**config.mk**
```make
export PLATFORM = sky130hd
export DESIGN_NAME = timer_compare_top
export DESIGN_NICKNAME = d
export VERILOG_FILES = /design/src/rtl/timer_pkg.sv /design/src/rtl/timer_compare_top.sv /design/src/rtl/timer_prescaler.sv /design/src/rtl/compare_output_unit.sv
export SDC_FILE = /design/constraint.sdc
export NUM_CORES = 1
export LEC_CHECK = 0
export BUFFER_PORTS_ARGS = -buffer_cell sky130_fd_sc_hd__buf_2
export CORE_AREA = 8 8 115 96
export DETAILED_ROUTE_END_ITERATION = 10
export DIE_AREA = 0 0 123 104
export PLACE_DENSITY = 0.76
export SYNTH_ARGS = -nofsm -noshare
export SYNTH_HDL_FRONTEND = slang
export SYNTH_SLANG_ARGS = --single-unit
```
**constraint.sdc**
```tcl
create_clock -name pclk -period 2.1 [get_ports pclk]
set_input_delay 0.525 -clock pclk [delete_from_list [all_inputs] [get_ports pclk]]
set_output_delay 0.525 -clock pclk [all_outputs]
set_load 0.02 [all_outputs]
```
**src/rtl/timer_pkg.sv**
```systemverilog
// Constants, register map and carrier types for the 16-bit timer compare block.
// Assumes a single 100 MHz APB clock; the timer tick comes from the prescaler.
package timer_pkg;

  localparam int unsigned CLK_PERIOD_NS = 10;
  localparam int unsigned ADDR_W = 8;
  localparam int unsigned COUNT_W = 16;

  // Register byte offsets.
  localparam logic [7:0] CTRL_OFFSET = 8'h00;
  localparam logic [7:0] PORT_OFFSET = 8'h04;
  localparam logic [7:0] COUNT_OFFSET = 8'h08;
  localparam logic [7:0] COMPARE_OFFSET = 8'h0C;
  localparam logic [7:0] STATUS_OFFSET = 8'h10;
  localparam logic [7:0] FORCE_OFFSET = 8'h14;

  // Field positions.
  localparam int unsigned CTRL_WAVE_LSB = 0;
  localparam int unsigned CTRL_CMODE_LSB = 4;
  localparam int unsigned CTRL_CSEL_LSB = 6;
  localparam int unsigned PORT_VALUE_BIT = 0;
  localparam int unsigned PORT_DIR_BIT = 1;
  localparam int unsigned STATUS_OVF_BIT = 0;
  localparam int unsigned STATUS_MATCH_BIT = 1;
  localparam int unsigned FORCE_BIT = 0;

  // Compare output mode encodings.
  localparam logic [1:0] CMODE_NONE = 2'h0;
  localparam logic [1:0] CMODE_TOGGLE = 2'h1;
  localparam logic [1:0] CMODE_CLEAR = 2'h2;
  localparam logic [1:0] CMODE_SET = 2'h3;

  // Waveform modes of interest.
  localparam logic [3:0] WAVE_NORMAL = 4'h0;
  localparam logic [3:0] WAVE_CTC_A = 4'h4;
  localparam logic [3:0] WAVE_CTC_B = 4'hC;
  localparam logic [3:0] WAVE_FAST_8 = 4'h5;
  localparam logic [3:0] WAVE_FAST_9 = 4'h6;
  localparam logic [3:0] WAVE_FAST_10 = 4'h7;
  localparam logic [3:0] WAVE_FAST_ICR = 4'hE;
  localparam logic [3:0] WAVE_FAST_OCR = 4'hF;

  // Clock select encodings and divide ratios.
  localparam logic [2:0] CSEL_STOP = 3'h0;
  localparam logic [2:0] CSEL_DIV1 = 3'h1;
  localparam logic [2:0] CSEL_DIV8 = 3'h2;
  localparam logic [2:0] CSEL_DIV64 = 3'h3;
  localparam logic [2:0] CSEL_DIV256 = 3'h4;
  localparam logic [9:0] DIV8_LAST = 10'h007;
  localparam logic [9:0] DIV64_LAST = 10'h03F;
  localparam logic [9:0] DIV256_LAST = 10'h0FF;
  localparam logic [9:0] DIV1024_LAST = 10'h3FF;

  localparam logic [15:0] COUNT_RESET = 16'h0000;

  typedef struct packed {
    logic [2:0] clock_sel;
    logic [1:0] compare_output_mode_field;
    logic [3:0] waveform_mode_field;
  } ctrl_t;

  localparam ctrl_t CTRL_RESET = '{3'h0, 2'h0, 4'h0};

  // True for every waveform mode that generates PWM.
  function automatic logic is_pwm(input logic [3:0] mode);
    return !(mode == WAVE_NORMAL || mode == WAVE_CTC_A || mode == WAVE_CTC_B);
  endfunction

endpackage

```
**src/rtl/timer_compare_top.sv**
```systemverilog
// Top of the 16-bit timer compare output stage with normal-mode counting.
// Assumes an APB master on pclk; the pin pad resolves pin_out with pin_oe.
//
// The register addresses and register access over APB were chosen for this implementation.
`timescale 1ns/10ps
module timer_compare_top #(
  parameter int unsigned COUNT_W = timer_pkg::COUNT_W
) (
  // Clock and reset
  input wire logic pclk,
  input wire logic presetn,
  // APB slave
  input wire logic psel,
  input wire logic penable,
  input wire logic pwrite,
  input wire logic [timer_pkg::ADDR_W-1:0] paddr,
  input wire logic [31:0] pwdata,
  output logic [31:0] prdata,
  output logic pready,
  output logic pslverr,
  // Interrupt controller handshake
  input wire logic overflow_ack,
  // Status
  output logic overflow_flag,
  output logic compare_match_flag,
  // Pin
  output logic pin_out,
  output logic pin_oe
);

  ////////////////////////////////////////////////////////////////////////////
  // Register storage

  timer_pkg::ctrl_t ctrl_reg;
  logic port_value_reg;
  logic pin_direction_reg;
  logic [COUNT_W-1:0] counter_reg;
  logic [COUNT_W-1:0] counter_next;
  logic [COUNT_W-1:0] compare_reg;
  logic block_reg;
  logic ovf_reg;
  logic ovf_next;
  logic match_flag_reg;
  logic match_flag_next;
  logic [31:0] prdata_reg;
  logic pready_reg;
  logic pslverr_reg;
  logic pin_out_reg;
  logic pin_oe_reg;

  ////////////////////////////////////////////////////////////////////////////
  // Bus decode

  logic setup;
  logic wr_en;
  logic wr_ctrl;
  logic wr_port;
  logic wr_count;
  logic wr_compare;
  logic wr_status;
  logic wr_force;
  logic mapped;
  logic [31:0] rd_mux;

  assign setup = psel && !penable;
  assign wr_en = psel && penable && pready_reg && pwrite;
  assign wr_ctrl = wr_en && paddr == timer_pkg::CTRL_OFFSET;
  assign wr_port = wr_en && paddr == timer_pkg::PORT_OFFSET;
  assign wr_count = wr_en && paddr == timer_pkg::COUNT_OFFSET;
  assign wr_compare = wr_en && paddr == timer_pkg::COMPARE_OFFSET;
  assign wr_status = wr_en && paddr == timer_pkg::STATUS_OFFSET;
  assign wr_force = wr_en && paddr == timer_pkg::FORCE_OFFSET &&
                    pwdata[timer_pkg::FORCE_BIT];
  assign mapped = paddr == timer_pkg::CTRL_OFFSET || paddr == timer_pkg::PORT_OFFSET ||
                  paddr == timer_pkg::COUNT_OFFSET || paddr == timer_pkg::COMPARE_OFFSET ||
                  paddr == timer_pkg::STATUS_OFFSET || paddr == timer_pkg::FORCE_OFFSET;

  always_comb begin
    rd_mux = 32'h0000_0000;
    unique case (paddr)
      timer_pkg::CTRL_OFFSET: rd_mux[8:0] = ctrl_reg;
      timer_pkg::PORT_OFFSET: begin
        rd_mux[timer_pkg::PORT_VALUE_BIT] = port_value_reg;
        rd_mux[timer_pkg::PORT_DIR_BIT] = pin_direction_reg;
      end
      timer_pkg::COUNT_OFFSET: rd_mux[COUNT_W-1:0] = counter_reg;
      timer_pkg::COMPARE_OFFSET: rd_mux[COUNT_W-1:0] = compare_reg;
      timer_pkg::STATUS_OFFSET: begin
        rd_mux[timer_pkg::STATUS_OVF_BIT] = ovf_reg;
        rd_mux[timer_pkg::STATUS_MATCH_BIT] = match_flag_reg;
      end
      default: rd_mux = 32'h0000_0000;
    endcase
  end

  // Read data and the error answer are caught in the setup cycle, so the
  // access phase always completes in one cycle with registered outputs.
  always_ff @(posedge pclk or negedge presetn) begin
    if (!presetn) begin
      prdata_reg <= 32'h0000_0000;
      pready_reg <= 1'b0;
      pslverr_reg <= 1'b0;
    end else begin
      pready_reg <= setup;
      if (setup) begin
        prdata_reg <= rd_mux;
        pslverr_reg <= !mapped;
      end else begin
        pslverr_reg <= 1'b0;
      end
    end
  end

  always_ff @(posedge pclk or negedge presetn) begin
    if (!presetn) begin
      ctrl_reg <= timer_pkg::CTRL_RESET;
      port_value_reg <= 1'b0;
      pin_direction_reg <= 1'b0;
      compare_reg <= timer_pkg::COUNT_RESET;
    end else begin
      if (wr_ctrl) begin
        ctrl_reg <= pwdata[8:0];
      end
      if (wr_port) begin
        port_value_reg <= pwdata[timer_pkg::PORT_VALUE_BIT];
        pin_direction_reg <= pwdata[timer_pkg::PORT_DIR_BIT];
      end
      if (wr_compare) begin
        compare_reg <= pwdata[COUNT_W-1:0];
      end
    end
  end

  ////////////////////////////////////////////////////////////////////////////
  // Counter and match

  logic tick;
  logic raw_match;
  logic match;
  logic wrap;
  logic oc_state;
  logic pwm;

  timer_prescaler #(
    .DIV_W(10)
  ) u_prescaler (
    .pclk(pclk),
    .presetn(presetn),
    .clock_sel(ctrl_reg.clock_sel),
    .tick(tick)
  );

  // Counting ignores the compare mode field entirely; every mode counts up
  // and wraps here because the top-limited sequences live outside this block.
  assign counter_next = counter_reg + 1'b1;
  assign raw_match = tick && counter_reg == compare_reg;
  assign match = raw_match && !block_reg;
  assign wrap = tick && !wr_count && counter_next == timer_pkg::COUNT_RESET;
  assign pwm = timer_pkg::is_pwm(ctrl_reg.waveform_mode_field);

  always_ff @(posedge pclk or negedge presetn) begin
    if (!presetn) begin
      counter_reg <= timer_pkg::COUNT_RESET;
      block_reg <= 1'b0;
    end else begin
      if (wr_count) begin
        counter_reg <= pwdata[COUNT_W-1:0];
      end else if (tick) begin
        counter_reg <= counter_next;
      end
      // The block stays armed, even with the timer stopped, until one tick passes.
      if (wr_count) begin
        block_reg <= 1'b1;
      end else if (tick) begin
        block_reg <= 1'b0;
      end
    end
  end

  ////////////////////////////////////////////////////////////////////////////
  // Flags: a hardware set wins over a same-cycle clear.

  assign ovf_next = wrap ? 1'b1 :
                    (overflow_ack || (wr_status && pwdata[timer_pkg::STATUS_OVF_BIT])) ?
                    1'b0 : ovf_reg;
  assign match_flag_next = match ? 1'b1 :
                           (wr_status && pwdata[timer_pkg::STATUS_MATCH_BIT]) ?
                           1'b0 : match_flag_reg;

  always_ff @(posedge pclk or negedge presetn) begin
    if (!presetn) begin
      ovf_reg <= 1'b0;
      match_flag_reg <= 1'b0;
    end else begin
      ovf_reg <= ovf_next;
      match_flag_reg <= match_flag_next;
    end
  end

  ////////////////////////////////////////////////////////////////////////////
  // Compare output and pin override

  // The compare mode goes only to the waveform generator and the pin mux; the
  // capture path never sees it.
  compare_output_unit u_output_unit (
    .pclk(pclk),
    .presetn(presetn),
    .waveform_mode_field(ctrl_reg.waveform_mode_field),
    .compare_output_mode_field(ctrl_reg.compare_output_mode_field),
    .match(match),
    .force_compare_strobe(wr_force),
    .wrap(wrap),
    .compare_output_state(oc_state)
  );

  logic override;

  // Setting 1 is reserved in PWM modes, so the port keeps the pin there.
  assign override = ctrl_reg.compare_output_mode_field != timer_pkg::CMODE_NONE &&
                    !(pwm && ctrl_reg.compare_output_mode_field == timer_pkg::CMODE_TOGGLE);

  always_ff @(posedge pclk or negedge presetn) begin
    if (!presetn) begin
      pin_out_reg <= 1'b0;
      pin_oe_reg <= 1'b0;
    end else begin
      pin_out_reg <= override ? oc_state : port_value_reg;
      pin_oe_reg <= pin_direction_reg;
    end
  end

  assign prdata = prdata_reg;
  assign pready = pready_reg;
  assign pslverr = pslverr_reg;
  assign overflow_flag = ovf_reg;
  assign compare_match_flag = match_flag_reg;
  assign pin_out = pin_out_reg;
  assign pin_oe = pin_oe_reg;
endmodule

```
**src/rtl/timer_prescaler.sv**
```systemverilog
// Prescaler that turns the bus clock into one-cycle timer tick enables.
// Assumes clock_sel is static software state; changing it does not restart the divider, only the stop setting clears it.
`timescale 1ns/10ps
module timer_prescaler #(
  parameter int unsigned DIV_W = 10
) (
  // Clock and reset
  input wire logic pclk,
  input wire logic presetn,
  // Control
  input wire logic [2:0] clock_sel,
  // Tick
  output logic tick
);

  logic [DIV_W-1:0] div_reg;
  logic [DIV_W-1:0] last;
  logic wrap;

  assign last = (clock_sel == timer_pkg::CSEL_DIV8) ? timer_pkg::DIV8_LAST :
                (clock_sel == timer_pkg::CSEL_DIV64) ? timer_pkg::DIV64_LAST :
                (clock_sel == timer_pkg::CSEL_DIV256) ? timer_pkg::DIV256_LAST :
                timer_pkg::DIV1024_LAST;
  assign wrap = (div_reg >= last);
  assign tick = (clock_sel == timer_pkg::CSEL_DIV1) ||
                (clock_sel != timer_pkg::CSEL_STOP && wrap);

  always_ff @(posedge pclk or negedge presetn) begin
    if (!presetn) begin
      div_reg <= '0;
    end else if (clock_sel == timer_pkg::CSEL_STOP || wrap) begin
      div_reg <= '0;
    end else begin
      div_reg <= div_reg + 1'b1;
    end
  end

endmodule

```
**src/rtl/compare_output_unit.sv**
```systemverilog
// Waveform generator holding the internal compare output state.
// Assumes match, force and wrap are one-cycle pulses; match and wrap are already qualified by the tick.
`timescale 1ns/10ps
module compare_output_unit (
  // Clock and reset
  input wire logic pclk,
  input wire logic presetn,
  // Configuration
  input wire logic [3:0] waveform_mode_field,
  input wire logic [1:0] compare_output_mode_field,
  // Events
  input wire logic match,
  input wire logic force_compare_strobe,
  input wire logic wrap,
  // State
  output logic compare_output_state
);

  logic pwm;
  logic state_next;
  logic hit;

  assign pwm = timer_pkg::is_pwm(waveform_mode_field);
  // Forcing acts only outside PWM, exactly like a real match.
  assign hit = match || (!pwm && force_compare_strobe);

  always_comb begin
    state_next = compare_output_state;
    if (!pwm && hit) begin
      unique case (compare_output_mode_field)
        timer_pkg::CMODE_NONE: state_next = compare_output_state;
        timer_pkg::CMODE_TOGGLE: state_next = !compare_output_state;
        timer_pkg::CMODE_CLEAR: state_next = 1'b0;
        timer_pkg::CMODE_SET: state_next = 1'b1;
      endcase
    end else if (pwm && compare_output_mode_field[1]) begin
      // Setting 2 is inverted, 3 non-inverted; setting 1 is reserved and does nothing.
      if (hit) begin
        state_next = !compare_output_mode_field[0];
      end else if (wrap) begin
        state_next = compare_output_mode_field[0];
      end
    end
  end

  always_ff @(posedge pclk or negedge presetn) begin
    if (!presetn) begin
      compare_output_state <= 1'b0;
    end else begin
      compare_output_state <= state_next;
    end
  end

endmodule

```
======== After elaboration in Yosys (flattened, before gate mapping) ========
Index checks and enable logic that the tools add are counted.
operators by class
  add/subtract/negate cells ............... 2
  order comparisons ....................... 1
  equality and inequality tests ........... 16
  multiplexer cells ....................... 22
  reduce and logical (&&, ||, !) cells .... 55
operators by type and width
  kind                   number
  $mux 10                4
  $mux 16                2
  $logic_and 1x1->1      23
  $pmux 7 s3             1
  $add 16x1->16 const B  1
  $eq 16x16->1           1
  $eq 8x4->1 const B     2
  $eq 8x5->1 const B     2
  $logic_not 16->1       1
  $pmux 7 s2             1
  $mux 1                 12
  $logic_or 1x1->1       11
  $add 10x1->10 const B  1
  $ge 10x10->1           1
  $pmux 2 s5             1
  $reduce_bool 2->1      5
  $eq 8x3->1 const B     1
  $logic_not 1->1        8
  $logic_not 8->1        1
  $eq 3x2->1 const B     2
  $reduce_bool 3->1      2
  $eq 2x2->1 const B     2
  $eq 4x3->1 const B     1
  $eq 4x4->1 const B     1
  9 further kinds        9
storage, ports and cells
  register bits ........................... 77
  input port bits ......................... 46
  output and inout bits ................... 38

======== Longest topological paths before layout ========
Gate-level depths: netlist of run 1.
  word-level depth ........................ 13
  mapped depth ............................ 11

======== Hierarchy ========
A second synthesis of run 1 with hierarchy kept.
second synthesis, totals
  cell total of the unflattened synthesis .. 448
  area total of the unflattened synthesis .. 4485.6 sq um
modules (own cells, without submodules)
  module               times used  cells each  area each (sq um)  seq. area each (sq um)
  timer_compare_top    1           364         3726.1             1651.6
  timer_prescaler      1           68          628.1              250.2
  compare_output_unit  1           16          131.4              25.0

======== Worst setup path after synthesis of run 1 ========
OpenSTA, ideal clock, no wires.
  path type ............................... register to register
  start ................................... reg ctrl_reg[7] (netlist bit)
  end ..................................... reg counter_reg[4]
  data arrival time ....................... 2.124 ns
  required time ........................... 1.967 ns
  slack ................................... -0.157 ns
  stages on the path, launching flop included .. 12
  path buffers ............................ 1
  cells stage by stage .................... dfrtp_1 -> nor2b_1 -> a21o_1 -> ha_1 -> a21oi_1 -> nand3_1 -> a21o_1 -> and2_1 -> clkbuf_1 -> nand4_1 -> xor2_1 -> o21ai_0
on the way
  cells in the longest elaborated chain, start to end .. 8
  elaborated cells on any way between the ends .. 12
  those cells by class .................... 1 x order compare; 4 x eq/ne; 3 x mux; 4 x reduce/logical
ends and longest elaborated chain
  what                                  line                      source
  from (decl)                           timer_compare_top.sv:34   timer_pkg::ctrl_t ctrl_reg;
  from (signal assigned)                timer_compare_top.sv:116  ctrl_reg <= timer_pkg::CTRL_RESET;
  from (signal assigned)                timer_compare_top.sv:122  ctrl_reg <= pwdata[8:0];
  $eq 3x3->1                            timer_prescaler.sv:22     (clock_sel == timer_pkg::CSEL_DIV256) ? timer_pkg::DIV256_LAST :
  $mux 10                               timer_prescaler.sv:22
  $mux 10                               timer_prescaler.sv:21     (clock_sel == timer_pkg::CSEL_DIV64) ? timer_pkg::DIV64_LAST :
  $mux 10                               timer_prescaler.sv:20     assign last = (clock_sel == timer_pkg::CSEL_DIV8) ? timer_pkg::DIV8_LAST :
  $ge 10x10->1                          timer_prescaler.sv:24     assign wrap = (div_reg >= last);
  $logic_and 1x1->1                     timer_prescaler.sv:26     (clock_sel != timer_pkg::CSEL_STOP && wrap);
  $logic_or 1x1->1 *                    timer_prescaler.sv:25     assign tick = (clock_sel == timer_pkg::CSEL_DIV1) ||
  $reduce_bool 2->1 (no source line) *  --
  to (signal assigned)                  timer_compare_top.sv:163  counter_reg <= timer_pkg::COUNT_RESET;
  to (signal assigned)                  timer_compare_top.sv:167  counter_reg <= pwdata[COUNT_W-1:0];
  to (signal assigned)                  timer_compare_top.sv:169  counter_reg <= counter_next;
  to (decl)                             timer_compare_top.sv:37   logic [COUNT_W-1:0] counter_reg;
Every way passes the cells marked *; elsewhere a longest branch is shown, timed or not.
A chain may end at the register's enable or synchronous reset.

======== Worst setup path in the final report of run 1 ========
  start ................................... reg counter_reg[0]
  end ..................................... reg u_output_unit.compare_output_state
on the way
  cells in the longest elaborated chain, start to end .. 7
  elaborated cells on any way between the ends .. 15
  those cells by class .................... 1 x add/sub; 2 x eq/ne; 3 x mux; 9 x reduce/logical
ends and longest elaborated chain
  what                                                   line                       source
  branches (longest 7 deep; another with $add 16x1->16)  --
  to (signal assigned)                                   compare_output_unit.sv:50  compare_output_state <= state_next;
  to (decl)                                              compare_output_unit.sv:16  output logic compare_output_state
Several ways; the timed one is not identified. The select of a mux whose other input is x is not followed.

==> results of run 1 <==
timing repair:
item                                   4_1_cts  5_1_grt
endpoints found under the hold margin        0        5
setup buffers                               14       11
cloned                                       0        1
pin swaps                                   22       41
hold buffers                                 0        1
resized for setup                           40       61
setup endpoints to repair                   19       22
cells by family after synthesis:
logic type	Yosys count	synth area share (%)
AND/OR/NAND/NOR	173	20.25
flip-flops	77	42.38
AO/OA/AOI/OAI	73	10.07
buffers and inverters	47	6.549
multiplexers	46	10.84
XOR/XNOR	41	7.898
adder cells (fa/ha/maj)	7	1.926
other	1	0.08247
critical path: cells and delay by family (launching register included):
kind | cells | cell delay, ps
adder cells (fa/ha/maj) | 1 | 200
AO/OA/AOI/OAI | 1 | 380
AND/OR/NAND/NOR | 7 | 990
flip-flops | 1 | 460
buffers and inverters | 2 | 390
metal layers:
metal	wire [µm]	part of all wire, %	GRT usage [%]	vias to the layer above
li1	-	-	-	1874
met1	6002	40	26.77	2119
met2	6851	46	32.18	296
met3	1369	9.1	4.504	80
met4	823	5.5	10.73	0
met5	0	0	0	-
cell usage in the layout (no fill, tap or decap), types with 9 or more instances in the layout:
cell / netlist / final
xor2_1: 28 / 28
nand3_1: 13 / 9
dfrtp_1: 77 / 71
o21ai_0: 30 / 13
nand2_1: 56 / 46
clkbuf_16: 0 / 9
buf_6: 3 / 12
xnor2_1: 13 / 9
o21ai_1: 0 / 17
mux2i_1: 20 / 20
buf_2: 5 / 51
mux2_2: 26 / 25
nand2_2: 0 / 9
nor2_1: 46 / 38
buf_4: 19 / 87
conb_1: 1 / 16
per-stage QoR:
| stage | hold slack (ps) | cell area, µm² | setup TNS [ps] |
|---|---|---|---|
| finish | 405.5 | 6215 | -5007 |
| global route | 421.7 | 6215 | -6985 |
| CTS | 0.3305 | 5931 | -707.0 |
| detailed placement | 357.3 | 5351 | -3025 |
| global placement | 354.8 | 5351 | -1481 |
| floorplan | 229.4 | 4651 | -46.97 |
cell type report:
class / count / area [µm²]
Clock buffer: 12 / 266.5
Timing Repair Buffer: 152 / 1074
Tap cell: 119 / 148.9
Multi-Input combinational cell: 356 / 2739
Sequential cell: 77 / 1934
Inverter: 6 / 22.52
Clock inverter: 4 / 30.03
Fill cell: 631 / 3074
where the power goes:
group | total (mW) | internal (mW) | leakage, nW | switching (mW)
Clock | 1.54 | 0.902 | 0.145 | 0.643
Combinational | 1.78 | 0.852 | 1.80 | 0.929
Sequential | 1.91 | 1.65 | 1.01 | 0.256
final timing paths:
path	start	to	slack [ps]	cells after the start
worst max-delay path	counter_reg[0]$_DFFE_PN0P_	u_output_unit.compare_output_state$_DFFE_PN0P_	-460	11
worst min-delay path	pwdata[9]	counter_reg[9]$_DFFE_PN0P_	410	3
worst min register to register	pin_direction_reg$_DFFE_PN0P_	pin_oe$_DFF_PN0_	410	0
min in group asynchronous	presetn	u_prescaler.div_reg[0]$_DFF_PN0_	550	2
worst max register to register	counter_reg[0]$_DFFE_PN0P_	u_output_unit.compare_output_state$_DFFE_PN0P_	-460	11
max in group asynchronous	presetn	prdata[14]$_DFFE_PN0P_	1010	3
cell usage after synthesis (all sizes together):
| master | instances |
|---|---|
| nor2 | 46 |
| mux2 | 26 |
| nand2b | 3 |
| a2111oi | 3 |
| a31oi | 5 |
| xnor2 | 13 |
| and4 | 2 |
| a211o | 2 |
| or3 | 2 |
| o211ai | 2 |
| inv | 6 |
| xor2 | 28 |
| o21ai | 30 |
| o22ai | 1 |
| nand4 | 9 |
| nor2b | 1 |
| conb | 1 |
| and2 | 1 |
| a311oi | 1 |
| nor4b | 1 |
| nor3 | 10 |
| a211oi | 1 |
| dfrtp | 77 |
| clkbuf | 12 |
| mux2i | 20 |
| o21a | 1 |
| a21boi | 1 |
| a32o | 2 |
| a21oi | 12 |
| nand4b | 1 |
| nand2 | 57 |
| and3 | 8 |
| or2 | 3 |
| o31ai | 7 |
| ha | 7 |
| buf | 29 |
| a31o | 1 |
| nor3b | 1 |
| a41oi | 1 |
| nand3 | 16 |
| nand3b | 2 |
| nor4 | 10 |
| a21o | 3 |
==> summary.md, run 1 <==
| Metric | Value |
|---|---|
| Crit path kind | flip-flop to flip-flop |
| Leakage Power | 2.959 nW |
| Cells after DPL | 684 |
| Post-synth top area cell | dfrtp_1 |
| First-pass GRT wire length | 21100 µm |
| Nets | 655 |
| Routability cong. | 0.8590 |
| CP startpoint kind | flip-flop |
| Post-DP HPWL | 9005 µm |
| Synth Area per Inst | 9.778 µm² |
| Seq/Total Area, Yosys | 42.38% |
| Synth-to-Final Area Change | 36.68% |
| Final Max Tran Viols | 0 |
| Grt total ovfl | 0 |
| Vert. Die Dim | 104 µm |
| # H-tree levels | 3 |
| Hold Path Class | input pin to flip-flop |
| Hold Fails Final Rpt | 0 |
| Post-synth top area share | 42.38% |
| Clk_skew | 6.497 ps |
| Core Footprint | 9289 µm² |
| Via Count | 4369 |
| Final Non-Filler Cells | 726 |
| Port Buffer Count | 51 |
| Cells after Synth | 465 |
| Pre-CTS WS | -281.6 ps |
| Final Total Pwr | 5.232 mW |
| CP Data Required Time | 2320 ps |
| Crit Path Max Fanout | 4 |
| Tmin final | 2560 ps |
| Synthesized area | 4547 µm² |
| Max Cap Viol | 0 |
| Die ar. | 12790 µm² |
| Clock latency on the worst-skew pair | 340 ps |
| IO Count | 84 |
| DR iter-0 viols | 481 |
| CTS max path bufs | 2 |
| Share of layout cells above drive strength 1 | 44.65% |
| TritonCTS clock tree | done |
| Gr usage total | 20.85% |
| Initial Util | 48.95% |
| Antenna Violating Nets Remaining | 0 |
| Number of synthesis warnings | 0 |
| Max Fclk | 0.3907 GHz |
| RSZ-0062 raised after global routing | true |
| Antenna diodes | 0 |
| Outcome | complete, but fails checks |
| CP arrival | 2780 ps |
| Worst-path cell chain | ha_4, nand4_1, buf_4, nor4_2, buf_4, nor3_1, a31oi_1, nor2_4, nand4_1, nor4b_2, nand2_1 |
| Largest net degree at the start of global routing | 46 |
| Clk sinks | 77 |
| Top post-synthesis cells by area | dfrtp_1 (42%), mux2_2 (6.4%), xor2_1 (5.4%) |
| Pre-antenna DRT Iters | 5 |
| Vias in the first global route | 4198 |
| Failing checks | setup timing |
| Tcrit/Tclk final | 121.9% |
| Fin util | 66.90% |
| Pwr Density | 841.8 nW/µm² |
| Chip width | 123 µm |
| Total CTS buffers | 9 |
| Drt total wl | 15050 µm |
| Residual DRC | 0 |
| Vias per cell | 6.018 |
| Initial antenna violation count | 0 |
| Critical path's slowest cell | dfrtp_2 |
| Clk root buf | clkbuf_16 |
| Clock-pin slew on the worst setup and hold paths | 60 ps |
| Crit path capture type | flip-flop |
| Flops & latches, synth | 77 |
| Crit path largest cell delay | 460 ps |
| Distinct cells, synth | 57 |
| WL per Instance | 20.72 µm |
| Peak supply drop | 0.5767 mV |
| Setup Viol. Count Final | 30 |
| Final setup margin | -459.8 ps |
| Num rows | 32 |
Power figures use the tool's default switching activity.
==> run 2, diff against run 1 <==
--- a/config.mk
+++ b/config.mk
@@ -6,10 +6,11 @@
 export NUM_CORES = 1
 export LEC_CHECK = 0
 export BUFFER_PORTS_ARGS = -buffer_cell sky130_fd_sc_hd__buf_2
-export CORE_AREA = 8 8 115 96
+export CORE_AREA = 8 8 114 95
 export DETAILED_ROUTE_END_ITERATION = 10
-export DIE_AREA = 0 0 123 104
+export DIE_AREA = 0 0 122 103
 export PLACE_DENSITY = 0.76
 export SYNTH_ARGS = -nofsm -noshare
 export SYNTH_HDL_FRONTEND = slang
+export SYNTH_HIERARCHICAL = 1
 export SYNTH_SLANG_ARGS = --single-unit
==> summary.md, run 2 <==
| Metric | Value |
|---|---|
| CP startpoint kind | flip-flop |
| Leakage Power | 2.695 nW |
| Synth-to-Final Area Change | 29.51% |
| Share of layout cells above drive strength 1 | 39.06% |
| Crit Path Max Fanout | 4 |
| Clk_skew | 7.754 ps |
| Post-synth top area cell | dfrtp_1 |
| Largest net degree at the start of global routing | 42 |
| Via Count | 3839 |
| IO Count | 84 |
| Commonest non-fill, non-tap cell in the layout | buf_4 |
| RR Endpoint | u_output_unit/compare_output_state$_DFFE_PN0P_ |
| Antenna diodes | 0 |
| Routability cong. | 0.9438 |
| Outcome | complete, but fails checks |
| Num rows | 31 |
| Met3 Track Usage GR | 6.130% |
| Vert. Die Dim | 103 µm |
| Crit path kind | flip-flop to flip-flop |
| Compound-Gate Fraction of Synth Area | 10.68% |
| Xor and xnor area share after synthesis | 7.810% |
| Final Non-Filler Cells | 691 |
| Least-Margin Pin Slew | 549.8 ps |
| Failing checks | setup timing |
| Met1 Track Usage GR | 23.05% |
| Top Usage Layer GRT | met2 |
| Clk root buf | clkbuf_8 |
| Pwr Density | 773.4 nW/µm² |
| Number of synthesis warnings | 6 |
| Synth Area per Inst | 10.01 µm² |
| Most used DFF post-synth | dfrtp_1 |
| Top cells by count, synth | dfrtp_1 (77), nand2_1 (42), nor2_1 (32), xor2_1 (28) |
| Clock-pin slew on the worst setup and hold paths | 80 ps |
| Post-DP HPWL | 8781 µm |
| Top post-synthesis cells by area | dfrtp_1 (43%), xor2_1 (5.5%), mux2_2 (5.0%) |
| Layout fillers | 693 |
| Multiplexer area fraction after synthesis | 11.38% |
| Initial antenna violation count | 0 |
| Number of flops mapped to enable cells by yosys | 0 |
| Synthesized area | 4486 µm² |
| Most frequent cells in the layout | buf_4 (83), dfrtp_1 (77), buf_2 (50) |
| Antenna Violating Nets Remaining | 0 |
| Final setup margin | -812.2 ps |
| Clock latency on the worst-skew pair | 370 ps |
| Hold buffers post-CTS | 0 |
| Hold Path Class | input pin to asynchronous set/reset pin |
| Fraction of registers with async set/reset | 100.0% |
| FF-to-FF setup slack | -810 ps |
| Synth Area in Simple Gates | 19.22% |
| CTS max path bufs | 2 |
| Residual DRC | 0 |
| Chip width | 122 µm |
| Nets | 623 |
| Setup Viol. Count Final | 20 |
| Hold Fails Final Rpt | 0 |
| Grt total ovfl | 0 |
| Vias per cell | 5.556 |
| Start of the worst register-to-register path | ctrl_reg[7]$_DFFE_PN0P_ |
| Initial Util | 50.50% |
| Largest family of logic cells by synthesized area | simple AND/OR/NAND/NOR gates |
| Pre-antenna DRT Iters | 5 |
| Die ar. | 12570 µm² |
| WL per Instance | 17.49 µm |
| Total CTS buffers | 9 |
| First-pass GRT wire length | 19400 µm |
| Vias in the first global route | 4011 |
| Distinct cells, synth | 62 |
| Seq/Total Area, Yosys | 42.96% |
| Max Fclk | 0.3434 GHz |
| Tcrit/Tclk final | 138.7% |
| Rel. slew slack | 63.35% |
| Max Cap Viol | 0 |
| Core Footprint | 8882 µm² |
| Gr usage total | 19.62% |
| TritonCTS clock tree | done |
| CP Data Required Time | 2350 ps |
| Drt total wl | 12090 µm |
| Pre-CTS WS | -917.0 ps |
| Cells after DPL | 666 |
| # H-tree levels | 3 |
| Clk sinks | 77 |
| DR iter-0 viols | 303 |
| Port Buffer Count | 51 |
| Worst reg2reg path depth | 14 |
| CP arrival | 3170 ps |
| Peak supply drop | 0.5591 mV |
| RSZ-0062 raised after global routing | true |
| Flops & latches, synth | 77 |
| Post-Synth Adder-Cell Area | 1.674% |
| Met2 Use GR | 33.68% |
| Post-synth top area share | 42.96% |
| Most numerous cell in the Yosys netlist | dfrtp_1 |
| Cells after Synth | 448 |
| Tmin final | 2912 ps |
| Crit path capture type | flip-flop |
| Final Max Tran Viols | 0 |
## run 2: cell types whose count changed in the layout (fill, tap and decap cells not counted), moves of 8 or more
cell and delta:
mux2i_1 -11, mux2_4 +9, a22oi_1 +9, nor2_1 -9, a21oi_1 +11, clkbuf_16 -9, o21ai_1 -17, a22o_1 +8
nand2_1 -9, nor3_1 +13
## run 2: worst max-delay path by stage
stage | from | end | slack, ps | cells past startpoint
detailed placement | ctrl_reg[7]$_DFFE_PN0P_ | u_output_unit/compare_output_state$_DFFE_PN0P_ | -920 | 13
finish | ctrl_reg[7]$_DFFE_PN0P_ | u_output_unit/compare_output_state$_DFFE_PN0P_ | -810 | 14
global route | ctrl_reg[7]$_DFFE_PN0P_ | u_output_unit/compare_output_state$_DFFE_PN0P_ | -950 | 14
floorplan | ctrl_reg[7]$_DFFE_PN0P_ | u_output_unit/compare_output_state$_DFFE_PN0P_ | -710 | 13
global placement | ctrl_reg[7]$_DFFE_PN0P_ | u_output_unit/compare_output_state$_DFFE_PN0P_ | -760 | 13
CTS | ctrl_reg[7]$_DFFE_PN0P_ | u_output_unit/compare_output_state$_DFFE_PN0P_ | -800 | 13
## run 2: power by group
group          switching (mW)  total (mW)  internal (mW)  leakage (nW)
Sequential              0.119        1.70           1.58         0.992
Combinational           0.847        1.53          0.679          1.60
Clock                   0.562        1.27          0.704         0.106
Total                    1.53        4.49           2.96          2.70
## run 2: worst max-delay path: stages (launching register included)
cell and delay (ps):
dfrtp_1 410, nor2b_4 140, a21o_1 200, ha_1 280, nand2_1 60, o21ai_0 90
o21bai_1 150, nor2_4 180, nand3_2 120, a21oi_2 140, o2111ai_2 140, nor2_2 170
a211oi_1 60, a311o_1 320, a221o_1 320
## run 2: per-layer routing
| layer | vias to the layer above | wire, µm |
|---|---|---|
| li1 | 1811 | - |
| met1 | 1863 | 4910 |
| met2 | 142 | 5986 |
| met3 | 23 | 978 |
| met4 | 0 | 214 |
| met5 | - | 0 |
## run 2: area by class of cell
| class | count | area (µm²) | share of cell area, % |
|---|---|---|---|
| Inverter | 3 | 11.26 | 0.1938 |
| Timing Repair Buffer | 142 | 978.4 | 16.84 |
| Tap cell | 115 | 143.9 | 2.477 |
| Clock inverter | 5 | 83.83 | 1.443 |
| Clock buffer | 11 | 141.4 | 2.434 |
| Sequential cell | 77 | 1927 | 33.17 |
| Multi-Input combinational cell | 338 | 2524 | 43.44 |
## run 2: kinds of logic after synthesis
| family | count (synthesis) |
|---|---|
| adders and majority gates | 6 |
| AOI/OAI and AO/OA | 76 |
| and+or+nand+nor | 159 |
| xor gates and xnor gates | 40 |
| buffers and inverters | 48 |
| other | 1 |
| DFF | 77 |
| muxes | 41 |
## run 2: what timing repair did
action,in CTS,in global routing
buffers inserted,11,3
gates cloned,0,0
setup endpoints to repair,20,20
pin swaps,15,23
gates resized for setup,11,26
## run 2: through the flow
step | util (%) | hold WS [ps] | power (mW) | cell area, µm² | setup TNS (ps)
floorplan | - | 229.4 | 2.502 | 4589 | -6178
global placement | 60.11 | 381.5 | 3.060 | 5339 | -13420
detailed placement | 60.11 | 394.0 | 3.095 | 5339 | -16710
CTS | 64.19 | 146.0 | 4.399 | 5702 | -10550
global route | 65.40 | 161.0 | 4.725 | 5809 | -14220
finish | 65.40 | 134.1 | 4.493 | 5809 | -12320
